===== src/core/rvp_pkg.sv =====
// package: register map, field layout, reset values and timing for rvp block
package rvp_pkg;
  // ----------------------------------------------------------------------
  // register addresses and widths
  // ----------------------------------------------------------------------
  localparam int unsigned ADDR_W          = 4;
  localparam int unsigned DATA_W          = 11;
  localparam logic [3:0]  ADDR_OPERATION  = 4'h9;
  localparam logic [3:0]  ADDR_REG_CTRL   = 4'hb;
  localparam logic [3:0]  ADDR_VDS_CTRL   = 4'hc;
  // ----------------------------------------------------------------------
  // operation register bits (write strobes only here)
  // ----------------------------------------------------------------------
  localparam int unsigned OP_SLEEP_BIT    = 2;
  localparam int unsigned OP_CLEAR_BIT    = 1;
  // ----------------------------------------------------------------------
  // regulator control fields
  // ----------------------------------------------------------------------
  localparam int unsigned RC_RSVD_HI_BIT  = 10;
  localparam int unsigned RC_SCALE_LSB    = 8;
  localparam int unsigned RC_RSVD_LSB     = 5;
  localparam int unsigned RC_DLY_LSB      = 3;
  localparam int unsigned RC_UVDIS_BIT    = 2;
  localparam int unsigned RC_UVTH_LSB     = 0;
  localparam logic [1:0]  RC_SCALE_RST    = 2'h1;
  localparam logic [1:0]  RC_DLY_RST      = 2'h1;
  localparam logic        RC_UVDIS_RST    = 1'h0;
  localparam logic [1:0]  RC_UVTH_RST     = 2'h2;
  // ----------------------------------------------------------------------
  // drain-source sense control fields
  // ----------------------------------------------------------------------
  localparam int unsigned VC_REV_LSB      = 8;
  localparam int unsigned VC_THR_LSB      = 3;
  localparam int unsigned VC_MODE_LSB     = 0;
  localparam logic [4:0]  VC_THR_RST      = 5'h19;
  localparam logic [2:0]  VC_MODE_RST     = 3'h0;
  localparam logic [2:0]  MODE_LATCH      = 3'h0;
  localparam logic [2:0]  MODE_REPORT     = 3'h1;
  localparam logic [2:0]  MODE_OFF        = 3'h2;
  // ----------------------------------------------------------------------
  // power-down delay times and cycle counts at 100 MHz
  // ----------------------------------------------------------------------
  localparam int unsigned CLK_MHZ         = 100;
  localparam int unsigned DLY_10_US       = 10;
  localparam int unsigned DLY_50_US       = 50;
  localparam int unsigned DLY_1_MS        = 1;
  localparam int unsigned CYC_10_US       = DLY_10_US * CLK_MHZ;
  localparam int unsigned CYC_50_US       = DLY_50_US * CLK_MHZ;
  localparam int unsigned CYC_1_MS        = DLY_1_MS * 1000 * CLK_MHZ;
  localparam int unsigned CNT_W           = 17;
  typedef enum logic [1:0] {RVP_AWAKE, RVP_WAIT, RVP_DOWN} rvp_slp_t;
endpackage


===== src/core/rvp_regs.sv =====
// module: regulator and drain-source protection register bank
// ----------------------------------------------------------------------
// Overview of operation
// - reference scaling field 9:8 resets to 01; codes 01/10/11 give 2/4/8.
// - after sleep request, wait 0, 10 us, 50 us or 1 ms, then regulator off.
// - bit 2 set suppresses regulator undervoltage fault and its report.
// - undervoltage threshold 1:0 resets to 10; 00=0.9, 01=0.8, else 0.7.
// - bits 10:8 of sense control read revision id and ignore writes.
// - five-bit trip threshold in 7:3 resets to 0x19, picks comparator level.
// - mode 000 latches driver shutdown on overcurrent until faults cleared.
// - mode 001 only reports overcurrent; drivers keep running.
// - mode 010 disables overcurrent sensing and reporting.
// - each transistor's comparator trip is handled per response mode.
// - writing sleep bit 1 requests sleep and starts the power-down delay.
// - writing fault-clear 1 clears latched faults; 0 changes nothing.
// ----------------------------------------------------------------------
`timescale 1ns/10ps
module rvp_regs #(
  parameter logic [2:0] REV_ID  = 3'h0,  // arbitrary value
  parameter int unsigned T10US  = rvp_pkg::CYC_10_US,
  parameter int unsigned T50US  = rvp_pkg::CYC_50_US,
  parameter int unsigned T1MS   = rvp_pkg::CYC_1_MS
) (
  input  wire logic        mclk_i,
  input  wire logic        rst_n_i,
  input  wire logic        wr_i,
  input  wire logic        rd_i,
  input  wire logic [3:0]  addr_i,
  input  wire logic [10:0] wdata_i,
  output logic      [10:0] rdata_o,
  input  wire logic [5:0]  vds_trip_i,
  input  wire logic        reg_uv_i,
  output logic      [1:0]  vref_scale_o,
  output logic      [1:0]  regulator_uv_threshold_sel_o,
  output logic      [4:0]  drain_source_trip_threshold_o,
  output logic             vds_sense_en_o,
  output logic             driver_shutdown_o,
  output logic             overcurrent_fault_o,
  output logic             regulator_undervoltage_fault_o,
  output logic             regulator_enable_o
);
  // a one-cycle wait would break the two-cycle hold that sleep_wait_a checks
  if (T1MS >= (1 << rvp_pkg::CNT_W) || T10US < 2 || T50US < T10US
      || T1MS < T50US) begin : g_bad_dly
    $error("rvp_regs: delay counts out of range");
  end

  typedef struct packed {
    logic [1:0]        scale;
    logic [2:0]        rsvd_mid;
    logic              rsvd_hi;
    logic [1:0]        dly;
    logic              uv_dis;
    logic [1:0]        uv_th;
    logic [4:0]        thr;
    logic [2:0]        mode;
    logic              shut;
    logic              oc_flt;
    logic              uv_flt;
    rvp_pkg::rvp_slp_t slp;
    logic [16:0]       cnt;
    logic [10:0]       rdata;
  } rvp_state_t;

  rvp_state_t st;
  rvp_state_t next_st;
  logic       wr_rc;
  logic       wr_vc;
  logic       wr_op;
  logic       trip;
  logic [16:0] dly_cyc;

  assign wr_rc = wr_i && addr_i == rvp_pkg::ADDR_REG_CTRL;
  assign wr_vc = wr_i && addr_i == rvp_pkg::ADDR_VDS_CTRL;
  assign wr_op = wr_i && addr_i == rvp_pkg::ADDR_OPERATION;
  // comparator trips only count while sensing is on
  assign trip  = |vds_trip_i && st.mode != rvp_pkg::MODE_OFF;

  always_comb begin
    unique case (st.dly)
      2'h0:    dly_cyc = 17'h0;
      2'h1:    dly_cyc = 17'(T10US);
      2'h2:    dly_cyc = 17'(T50US);
      default: dly_cyc = 17'(T1MS);
    endcase
  end

  // ----------------------------------------------------------------------
  // next state
  // ----------------------------------------------------------------------
  always_comb begin
    next_st = st;
    if (wr_rc) begin
      next_st.rsvd_hi  = wdata_i[rvp_pkg::RC_RSVD_HI_BIT];
      next_st.scale    = wdata_i[rvp_pkg::RC_SCALE_LSB +: 2];
      next_st.rsvd_mid = wdata_i[rvp_pkg::RC_RSVD_LSB +: 3];
      next_st.dly      = wdata_i[rvp_pkg::RC_DLY_LSB +: 2];
      next_st.uv_dis   = wdata_i[rvp_pkg::RC_UVDIS_BIT];
      next_st.uv_th    = wdata_i[rvp_pkg::RC_UVTH_LSB +: 2];
    end
    if (wr_vc) begin
      // revision bits are not stored, so writes cannot reach them
      next_st.thr  = wdata_i[rvp_pkg::VC_THR_LSB +: 5];
      next_st.mode = wdata_i[rvp_pkg::VC_MODE_LSB +: 3];
    end
    // fault clear first, so a trip in the same cycle still sets
    if (wr_op && wdata_i[rvp_pkg::OP_CLEAR_BIT]) begin
      next_st.shut   = 1'b0;
      next_st.oc_flt = 1'b0;
      next_st.uv_flt = 1'b0;
    end
    if (trip) begin
      next_st.oc_flt = 1'b1;
      if (st.mode == rvp_pkg::MODE_LATCH)
        next_st.shut = 1'b1;
    end
    if (reg_uv_i && !st.uv_dis)
      next_st.uv_flt = 1'b1;
    if (st.uv_dis)
      next_st.uv_flt = 1'b0;
    // sleep sequencing
    if (wr_op && !wdata_i[rvp_pkg::OP_SLEEP_BIT]) begin
      next_st.slp = rvp_pkg::RVP_AWAKE;
      next_st.cnt = 17'h0;
    end else begin
      unique case (st.slp)
        rvp_pkg::RVP_AWAKE: begin
          if (wr_op) begin
            next_st.slp = (dly_cyc == 17'h0) ? rvp_pkg::RVP_DOWN
                                             : rvp_pkg::RVP_WAIT;
            next_st.cnt = 17'h1;
          end
        end
        rvp_pkg::RVP_WAIT: begin
          if (st.cnt >= dly_cyc)
            next_st.slp = rvp_pkg::RVP_DOWN;
          else
            next_st.cnt = st.cnt + 17'h1;
        end
        rvp_pkg::RVP_DOWN: next_st.slp = rvp_pkg::RVP_DOWN;
      endcase
    end
    // read data registered one cycle after rd_i
    next_st.rdata = 11'h0;
    if (rd_i) begin
      unique case (addr_i)
        rvp_pkg::ADDR_REG_CTRL:
          next_st.rdata = {st.rsvd_hi, st.scale, st.rsvd_mid, st.dly,
                           st.uv_dis, st.uv_th};
        rvp_pkg::ADDR_VDS_CTRL:
          next_st.rdata = {REV_ID, st.thr, st.mode};
        default: next_st.rdata = 11'h0;
      endcase
    end
  end

  always_ff @(posedge mclk_i) begin
    if (!rst_n_i) begin
      st        <= '0;
      st.scale  <= rvp_pkg::RC_SCALE_RST;
      st.dly    <= rvp_pkg::RC_DLY_RST;
      st.uv_dis <= rvp_pkg::RC_UVDIS_RST;
      st.uv_th  <= rvp_pkg::RC_UVTH_RST;
      st.thr    <= rvp_pkg::VC_THR_RST;
      st.mode   <= rvp_pkg::VC_MODE_RST;
      st.slp    <= rvp_pkg::RVP_AWAKE;
    end else begin
      st <= next_st;
    end
  end

  assign rdata_o                        = st.rdata;
  assign vref_scale_o                   = st.scale;
  assign regulator_uv_threshold_sel_o   = st.uv_th;
  assign drain_source_trip_threshold_o  = st.thr;
  assign vds_sense_en_o                 = st.mode != rvp_pkg::MODE_OFF;
  assign driver_shutdown_o              = st.shut;
  assign overcurrent_fault_o            = st.oc_flt;
  assign regulator_undervoltage_fault_o = st.uv_flt;
  assign regulator_enable_o             = st.slp != rvp_pkg::RVP_DOWN;
endmodule // rvp_regs


===== config.mk =====
export PLATFORM = sky130hd
export DESIGN_NAME = rvp_regs
export DESIGN_NICKNAME = d
export VERILOG_FILES = /design/src/core/rvp_pkg.sv /design/src/core/rvp_regs.sv
export SDC_FILE = /design/constraint.sdc
export NUM_CORES = 1
export LEC_CHECK = 0
export BUFFER_PORTS_ARGS = -buffer_cell sky130_fd_sc_hd__buf_4
export CORE_UTILIZATION = 45
export DETAILED_ROUTE_END_ITERATION = 12
export PLACE_DENSITY_LB_ADDON = 0.2
export SLEW_MARGIN = 20
export SYNTH_ARGS = -nofsm -noshare
export SYNTH_HDL_FRONTEND = slang
export SYNTH_SLANG_ARGS = --single-unit

===== constraint.sdc =====
create_clock -name mclk_i -period 7.37 [get_ports mclk_i]
set_clock_uncertainty 0.15 [all_clocks]
set_input_delay 1.8425 -clock mclk_i [delete_from_list [all_inputs] [get_ports mclk_i]]
set_output_delay 1.8425 -clock mclk_i [all_outputs]
set_load 0.005 [all_outputs]

==> metrics.md, run 1 <==
| Metric | Value |
|---|---|
| Outcome | finished clean |
| Number of DRC markers after the initial detailed-route iteration | around 150 |
| Setup violation total in the final timing report | 0 |
| Fraction of registers with async set/reset | 0 |
| Top_reg_cell synth | sky130_fd_sc_hd__dfxtp_1 |
| Total Wirelength | approximately 6200 microns |
| Number of cells on the worst reg-to-reg path | 10 |
| Peak Freq | 260 MHz |
| Core region area | 0.00568 sq mm |
| Worst hold path type | reg -> reg |
| Syn_area_per_cell | slightly above 8 sq um |
| Transition time at the pin with the least slew margin | 1.09 ns |
| Total Die Area | ~0.0064 sq mm |
| Cell area after synthesis | between 0.002 and 0.003 sq mm |
| Routability congestion estimate | 0.885 |
| Total of fill cells in the finished design | 554 |
| Post-detailed-route count of antenna-violating nets | 0 |
| Count of H-tree levels built during CTS | 2 |
| Pre-antenna DRT Iters | 4 |
| Nature of the critical path endpoint | flip-flop |
| Top Ports | slightly above 50 |
| Number of enable-type register cells in the synthesized netlist | 0 |
| Power per cell area | roughly 190 mW/mm^2 |
| Number of hold buffers added after CTS | 0 |
| Required @ worst endpoint | ~7.5 ns |
| Post-cts repair resize count | 0 |
| Reg-to-reg startpoint | st[44] |
| Insertion delay to the later sink of the worst-skew pair | just over 0.3 ns |
| Leakage component of the power | approximately 0.0013 uW |
| Share of final-layout standard cells stronger than drive strength 1 | 0.169 |
| Arrival @ worst endpoint | slightly below 4 ns |
| Area used by multi-input combinational logic | 0.00143 sq mm |
| Die Y-Extent | between 70 and 80 microns |
| Category of the critical setup timing path | in -> reg |
| Post-Route Utilization | 0.547 |
| Area Growth Syn to Fin | 13.8% |
| First-pass GRT wire length | approximately 10000 microns |
| Hold Path Origin | st[48] |
| Buffer cell driving the clock tree root | sky130_fd_sc_hd__clkbuf_8 |
| Nature of the critical path startpoint | input pin |
| Setup total negative slack | 0 ns |
| Footprint of the flip-flops and latches | between 0.001 and 0.0015 sq mm |
| RSZ-0062 raised after global routing | no |
| Synth Register Bits | 52 |
| Total clock buffers created by CTS | 5 |
| Total via count in the routed design | between 2000 and 2500 |
| Leftover overflow at the end of global routing | 0 |
| Maximum number of pins on one net before global-route repair | 19 |
| Final critical-path share of the clock period | 0.522 |
| Clock sink count | 52 |
| WHS Endpoint | st[48] |
| Final HPWL from detailed placement | 4520 microns |
| DRC | 0 |
| Crit path time final | 3.84 ns |
| Number of hold-slack violations in the final timing report | 0 |
| Maximum net fanout on the critical path | 17 |
| Port Buffer Count | 50 |
| Sequential fraction of the synthesis area | 0.382 |
| Synth warnings | 0 |
| Initial Util | 0.480 |
| Reg2Reg Capture Point | st[23] |
| Post-CTS setup-driven buffer insertion count | 0 |
| Share of the synthesized area in the top cell type | 0.382 |
| Count of distinct cell types in the synthesized netlist | 47 |
| Worst hold slack across all endpoints | about 0.32 ns |
| Relative max-transition margin | 0.269 |
| Std cell rows | 27 |
| Register-to-register setup slack | ~4.0 ns |
| Number of antenna violations at the first check in global routing | 0 |
| Die span in x | 79.8 microns |
| Nets in the synthesized netlist | 377 |
| Via count of the first global-routing pass | between 2000 and 2500 |
| CTS tree | done |
| Max-slew violation total from the final report | 0 |
| Maximum capacitance violations | 0 |
| Number of stages on the worst hold path | 2 |
| Avg WL per Cell | roughly 14 microns |
| Post-detailed-route via-to-cell ratio | about 5.5 |
| Fin nets | 405 |
| Post-synthesis instance total | 333 |
| Post-synth top area cell | sky130_fd_sc_hd__dfxtp_1 |
| Maximum root-to-sink buffer count | 2 |
| Cells taking the most area after synthesis | sky130_fd_sc_hd__dfxtp_1 (38%), sky130_fd_sc_hd__ha_1 (8.3%), sky130_fd_sc_hd__nand2_1 (7.0%) |
| Overall track demand over capacity in global routing | 0.207 |
| Clock transition at the registers of the reported paths | 0.10 ns |
| Peak ir drop on the vdd network | approximately 0.13 mV |
| Antenna fix cells | 0 |
==> layer usage <==
layer  track usage  share of wire  vias up
met2         0.319           0.44       62
li1              -              -     1227
met3        0.0400          0.048        8
met4        0.0643          0.012        0
met5             0              0        -
met1         0.289           0.50     1109
==> Yosys cell counts, types with 3 or more instances <==
cell                       count
sky130_fd_sc_hd__and3_1        7
sky130_fd_sc_hd__a22oi_1       8
sky130_fd_sc_hd__dfxtp_1      52
sky130_fd_sc_hd__nor3_1        6
sky130_fd_sc_hd__inv_1        18
sky130_fd_sc_hd__or4_1         5
sky130_fd_sc_hd__clkbuf_1      8
sky130_fd_sc_hd__nand4_1       8
sky130_fd_sc_hd__a21oi_1      31
sky130_fd_sc_hd__nand3_1      17
sky130_fd_sc_hd__a211o_1       4
sky130_fd_sc_hd__buf_4        20
sky130_fd_sc_hd__a41oi_1       3
sky130_fd_sc_hd__ha_1         18
sky130_fd_sc_hd__and2_1        6
sky130_fd_sc_hd__o21ai_0       8
sky130_fd_sc_hd__a31oi_1       8
sky130_fd_sc_hd__nor2_1       19
sky130_fd_sc_hd__o21a_1        5
sky130_fd_sc_hd__nand2_1      51
==> power by group <==
| part | switching, uW | total (uW) | internal, uW |
|---|---|---|---|
| logic | 67.4 | 108 | 40.9 |
| clock network | 104 | 174 | 69.9 |
| registers | 6.22 | 295 | 288 |
| total | 177 | 576 | 399 |
==> state kept, by name, summed over array words and instances, names as in the netlist <==
register / cells
regulator_uv_threshold_sel_o: 2
regulator_undervoltage_fault_o: 1
overcurrent_fault_o: 1
vref_scale_o: 2
st: 29
driver_shutdown_o: 1
drain_source_trip_threshold_o: 5
rdata_o: 11
==> worst max-delay path by stage <==
stage / startpoint / slack [ns] / end / cells after the start
after floorplan: addr_i[0] / 3.70 / st[26] / 7
after global placement: rst_n_i / 3.31 / st[17] / 6
after detailed placement: rst_n_i / 3.21 / st[17] / 6
after CTS: rst_n_i / 3.55 / st[17] / 6
after global routing: rst_n_i / 3.29 / st[12] / 6
final: rst_n_i / 3.53 / st[15] / 6
==> layout by cell type, fill, tap and decap left out, drive strengths merged, types with 2 or more instances in the layout <==
cell type   n
dfxtp      52
nand2      52
buf        50
a21oi      31
nor2       19
inv        19
ha         18
nand3      17
o21ai       9
nand4       8
a31oi       8
a22oi       8
and3        7
nor3        6
and2        6
o21a        5
or4         5
clkbuf      5
a211o       4
a41oi       3
nor2b       2
nand2b      2
nand4b      2
o211a       2
clkinv      2
==> final cells by class <==
class | instances | area share
Timing Repair Buffer | 50 | 0.121
Clock inverter | 3 | 0.00887
Clock buffer | 5 | 0.0222
Multi-Input combinational cell | 233 | 0.460
Tap cell | 72 | 0.0290
Sequential cell | 52 | 0.335
Inverter | 19 | 0.0230
==> through the flow <==
| stage | worst slack (ns) | total power [uW] | std cells | instance area, sq um |
|---|---|---|---|---|
| floorplan | 3.70 | 371 | 333 | 2730 |
| global placement | 3.31 | 406 | 426 | 3010 |
| detailed placement | 3.21 | 407 | 426 | 3010 |
| CTS | 3.55 | 580 | 434 | 3100 |
| global route | 3.29 | 608 | 434 | 3100 |
| finish | 3.53 | 576 | 434 | 3100 |
==> critical path: stages <==
cell and delay [ns]:
sky130_fd_sc_hd__buf_4 0.14, sky130_fd_sc_hd__clkinv_1 0.40, sky130_fd_sc_hd__a41oi_1 0.61, sky130_fd_sc_hd__o21ai_0 0.34
sky130_fd_sc_hd__nand2b_1 0.37, sky130_fd_sc_hd__a21oi_1 0.22
==> kinds of logic (layout without fill, tap and decap cells) <==
logic type,count (synthesis),count (layout),share of synthesized area
xor+xnor,1,1,0.00321
fa+ha+maj,18,18,0.0826
compound gates,80,80,0.195
mux,1,1,0.00367
flops,52,52,0.382
buf+inv,48,77,0.0941
simple gates,133,133,0.240
Power figures use the tool's default switching activity.
==> run 2: changes to the inputs <==
- clock period: 7.37 -> 3.25 ns (I/O delays scaled with it)
==> metrics.md, run 2 (same netlist as run 1, synthesis figures left out) <==
| Metric | Value |
|---|---|
| Count of H-tree levels built during CTS | 2 (unchanged) |
| Worst hold slack across all endpoints | 0.304 ns (-0.0125 ns) |
| Top Ports | 51 (unchanged) |
| Fin nets | 410 (+1.2%) |
| Final HPWL from detailed placement | 4590 microns (+1.5%) |
| Pre-antenna DRT Iters | 4 (unchanged) |
| Arrival @ worst endpoint | 3.16 ns (-0.77 ns) |
| Maximum net fanout on the critical path | 6 (-11) |
| Die span in x | 79.8 microns (unchanged) |
| Antenna fix cells | 0 (unchanged) |
| RSZ-0062 raised after global routing | no |
| Share of final-layout standard cells stronger than drive strength 1 | 0.188 (+0.0195) |
| Total Wirelength | 6200 microns (+0.36%) |
| WHS Endpoint | st[46] |
| Die Y-Extent | 79.8 microns (unchanged) |
| Peak Freq | about 330 MHz |
| Peak ir drop on the vdd network | 0.335 mV (+150%) |
| Maximum number of pins on one net before global-route repair | 19 (unchanged) |
| DRC | 0 (unchanged) |
| Worst hold path type | reg -> reg |
| Nature of the critical path startpoint | flip-flop |
| Post-detailed-route via-to-cell ratio | 5.60 (+0.96%) |
| Number of stages on the worst hold path | 2 (unchanged) |
| Buffer cell driving the clock tree root | sky130_fd_sc_hd__clkbuf_8 |
| Overall track demand over capacity in global routing | 0.204 (-0.00242) |
| Leftover overflow at the end of global routing | 0 (unchanged) |
| Setup total negative slack | 0 ns (unchanged) |
| Post-detailed-route count of antenna-violating nets | 0 (unchanged) |
| Total clock buffers created by CTS | 5 (unchanged) |
| CTS tree | done |
| Number of DRC markers after the initial detailed-route iteration | 144 (-5.9%) |
| Register ranked first by flip-flop count | st |
| Avg WL per Cell | 14.1 microns (-0.79%) |
| Max-slew violation total from the final report | 0 (unchanged) |
| Number of hold-slack violations in the final timing report | 0 (unchanged) |
| Outcome | finished clean |
| Max reg flops | 29 (unchanged) |
| Routability congestion estimate | 0.836 (-5.5%) |
| Core region area | 0.00568 sq mm (unchanged) |
| Total Die Area | 0.00637 sq mm (unchanged) |
| Crit path time final | between 3 and 4 ns |
| Port Buffer Count | 50 (unchanged) |
| Setup violation total in the final timing report | 0 (unchanged) |
| Area Growth Syn to Fin | 15.2% |
| Number of antenna violations at the first check in global routing | 0 (unchanged) |
| Required @ worst endpoint | 3.34 ns (-4.11 ns) |
| Final setup margin | 0.183 ns (-3.34 ns) |
| Maximum root-to-sink buffer count | 2 (unchanged) |
| Power per cell area | 419 mW/mm^2 (+130%) |
| Reg2Reg Capture Point | st[26] |
| Via count of the first global-routing pass | 2217 (+1.1%) |
| Initial Util | 0.480 (unchanged) |
| Clock sink count | 52 (unchanged) |
| Number of hold buffers added after CTS | 0 (unchanged) |
| Reg-to-reg startpoint | st[44] |
| Final critical-path share of the clock period | 0.944 |
| Register-to-register setup slack | 0.18 ns (-3.85 ns) |
| Total via count in the routed design | 2457 (+2.1%) |
| Most common cell after layout, fill and taps aside | sky130_fd_sc_hd__buf_4 |
| First-pass GRT wire length | 10200 microns (-1.1%) |
| Maximum capacitance violations | 0 (unchanged) |
| Std cell rows | 27 (unchanged) |
| Category of the critical setup timing path | reg -> reg |
| Placement-stage worst setup slack | 0.112 ns (-3.10 ns) |
| Hold Path Origin | st[46] |
| Commonest cells after routing, fill and taps aside | sky130_fd_sc_hd__buf_4 (55), sky130_fd_sc_hd__nand2_1 (51), sky130_fd_sc_hd__dfxtp_1 (50) |
| Transition time at the pin with the least slew margin | 0.621 ns (-0.469 ns) |
| Nature of the critical path endpoint | flip-flop |
| Relative max-transition margin | 0.585 (+0.316) |
| Post-layout power | 1320 uW (+130%) |
| Clock transition at the registers of the reported paths | 0.11 ns (about the same) |
| Number of cells on the worst reg-to-reg path | 10 (unchanged) |
| Insertion delay to the later sink of the worst-skew pair | 0.31 ns (about the same) |
| Leakage component of the power | 0.00130 uW (+1.9%) |
[run 2: changes by cell type in the layout (fill, tap and decap cells not counted)]
cell	previous run	this run
sky130_fd_sc_hd__a221o_1	1	0
sky130_fd_sc_hd__a221o_2	0	1
sky130_fd_sc_hd__buf_4	50	55
sky130_fd_sc_hd__clkinv_4	1	0
sky130_fd_sc_hd__dfxtp_1	52	50
sky130_fd_sc_hd__dfxtp_2	0	2
sky130_fd_sc_hd__inv_6	0	2
sky130_fd_sc_hd__inv_8	1	0
[run 2: power by group]
part / internal [uW] / switching [uW] / leakage, uW
registers: 654 / 13.6 / 0.000421
logic: 103 / 153 / 0.000831
clock network: 157 / 234 / 0.0000452
[run 2: how the worst max path moves through the flow]
stage / slack, ns / start / to / depth (start not counted)
after floorplan: 0.40 / st[44] / st[26] / 10
after global placement: 0.27 / st[44] / st[26] / 10
after detailed placement: 0.11 / st[44] / st[26] / 10
after CTS: 0.07 / st[44] / st[26] / 10
after global routing: 0.02 / st[44] / st[26] / 10
final: 0.18 / st[44] / st[26] / 10
[run 2: metrics by stage]
stage / util / area [sq um] / std cells
global placement: 0.535 / 3040 / 430
global route: 0.554 / 3140 / 439
detailed placement: 0.535 / 3040 / 430
CTS: 0.552 / 3130 / 438
finish: 0.554 / 3140 / 439
floorplan: - / 2730 / 333
[run 2: critical path, stage by stage (launching register included)]
cell,delay [ns]
sky130_fd_sc_hd__dfxtp_2,0.37
sky130_fd_sc_hd__inv_1,0.10
sky130_fd_sc_hd__ha_1,0.31
sky130_fd_sc_hd__inv_1,0.05
sky130_fd_sc_hd__ha_1,0.29
sky130_fd_sc_hd__a311oi_1,0.30
sky130_fd_sc_hd__o31a_1,0.17
sky130_fd_sc_hd__o21ai_0,0.16
sky130_fd_sc_hd__a221o_2,0.43
sky130_fd_sc_hd__or4_1,0.51
sky130_fd_sc_hd__a21oi_1,0.15
[run 2: area by class of cell]
class / instances / area [sq um]
clock buffers: 5 / 68.8
clock inverters: 3 / 25.0
inverters: 19 / 71.3
repair buffers: 55 / 413
fillers: 536 / 2530
well taps: 72 / 90.1
flip-flops and latches: 52 / 1040
multi-input cells: 233 / 1430
[run 2: what timing repair did]
action | 4_1_cts | 5_1_grt
gates resized for setup | 0 | 3
setup endpoints to repair | 0 | 1
setup buffers | 0 | 1
[run 2: layer usage]
metal  track usage  part of all wire  vias to the layer above
met5             0                 0                        -
met4        0.0571             0.010                        0
met3        0.0400             0.051                        7
met2         0.328              0.47                       63
met1         0.277              0.47                     1157
li1              -                 -                     1230
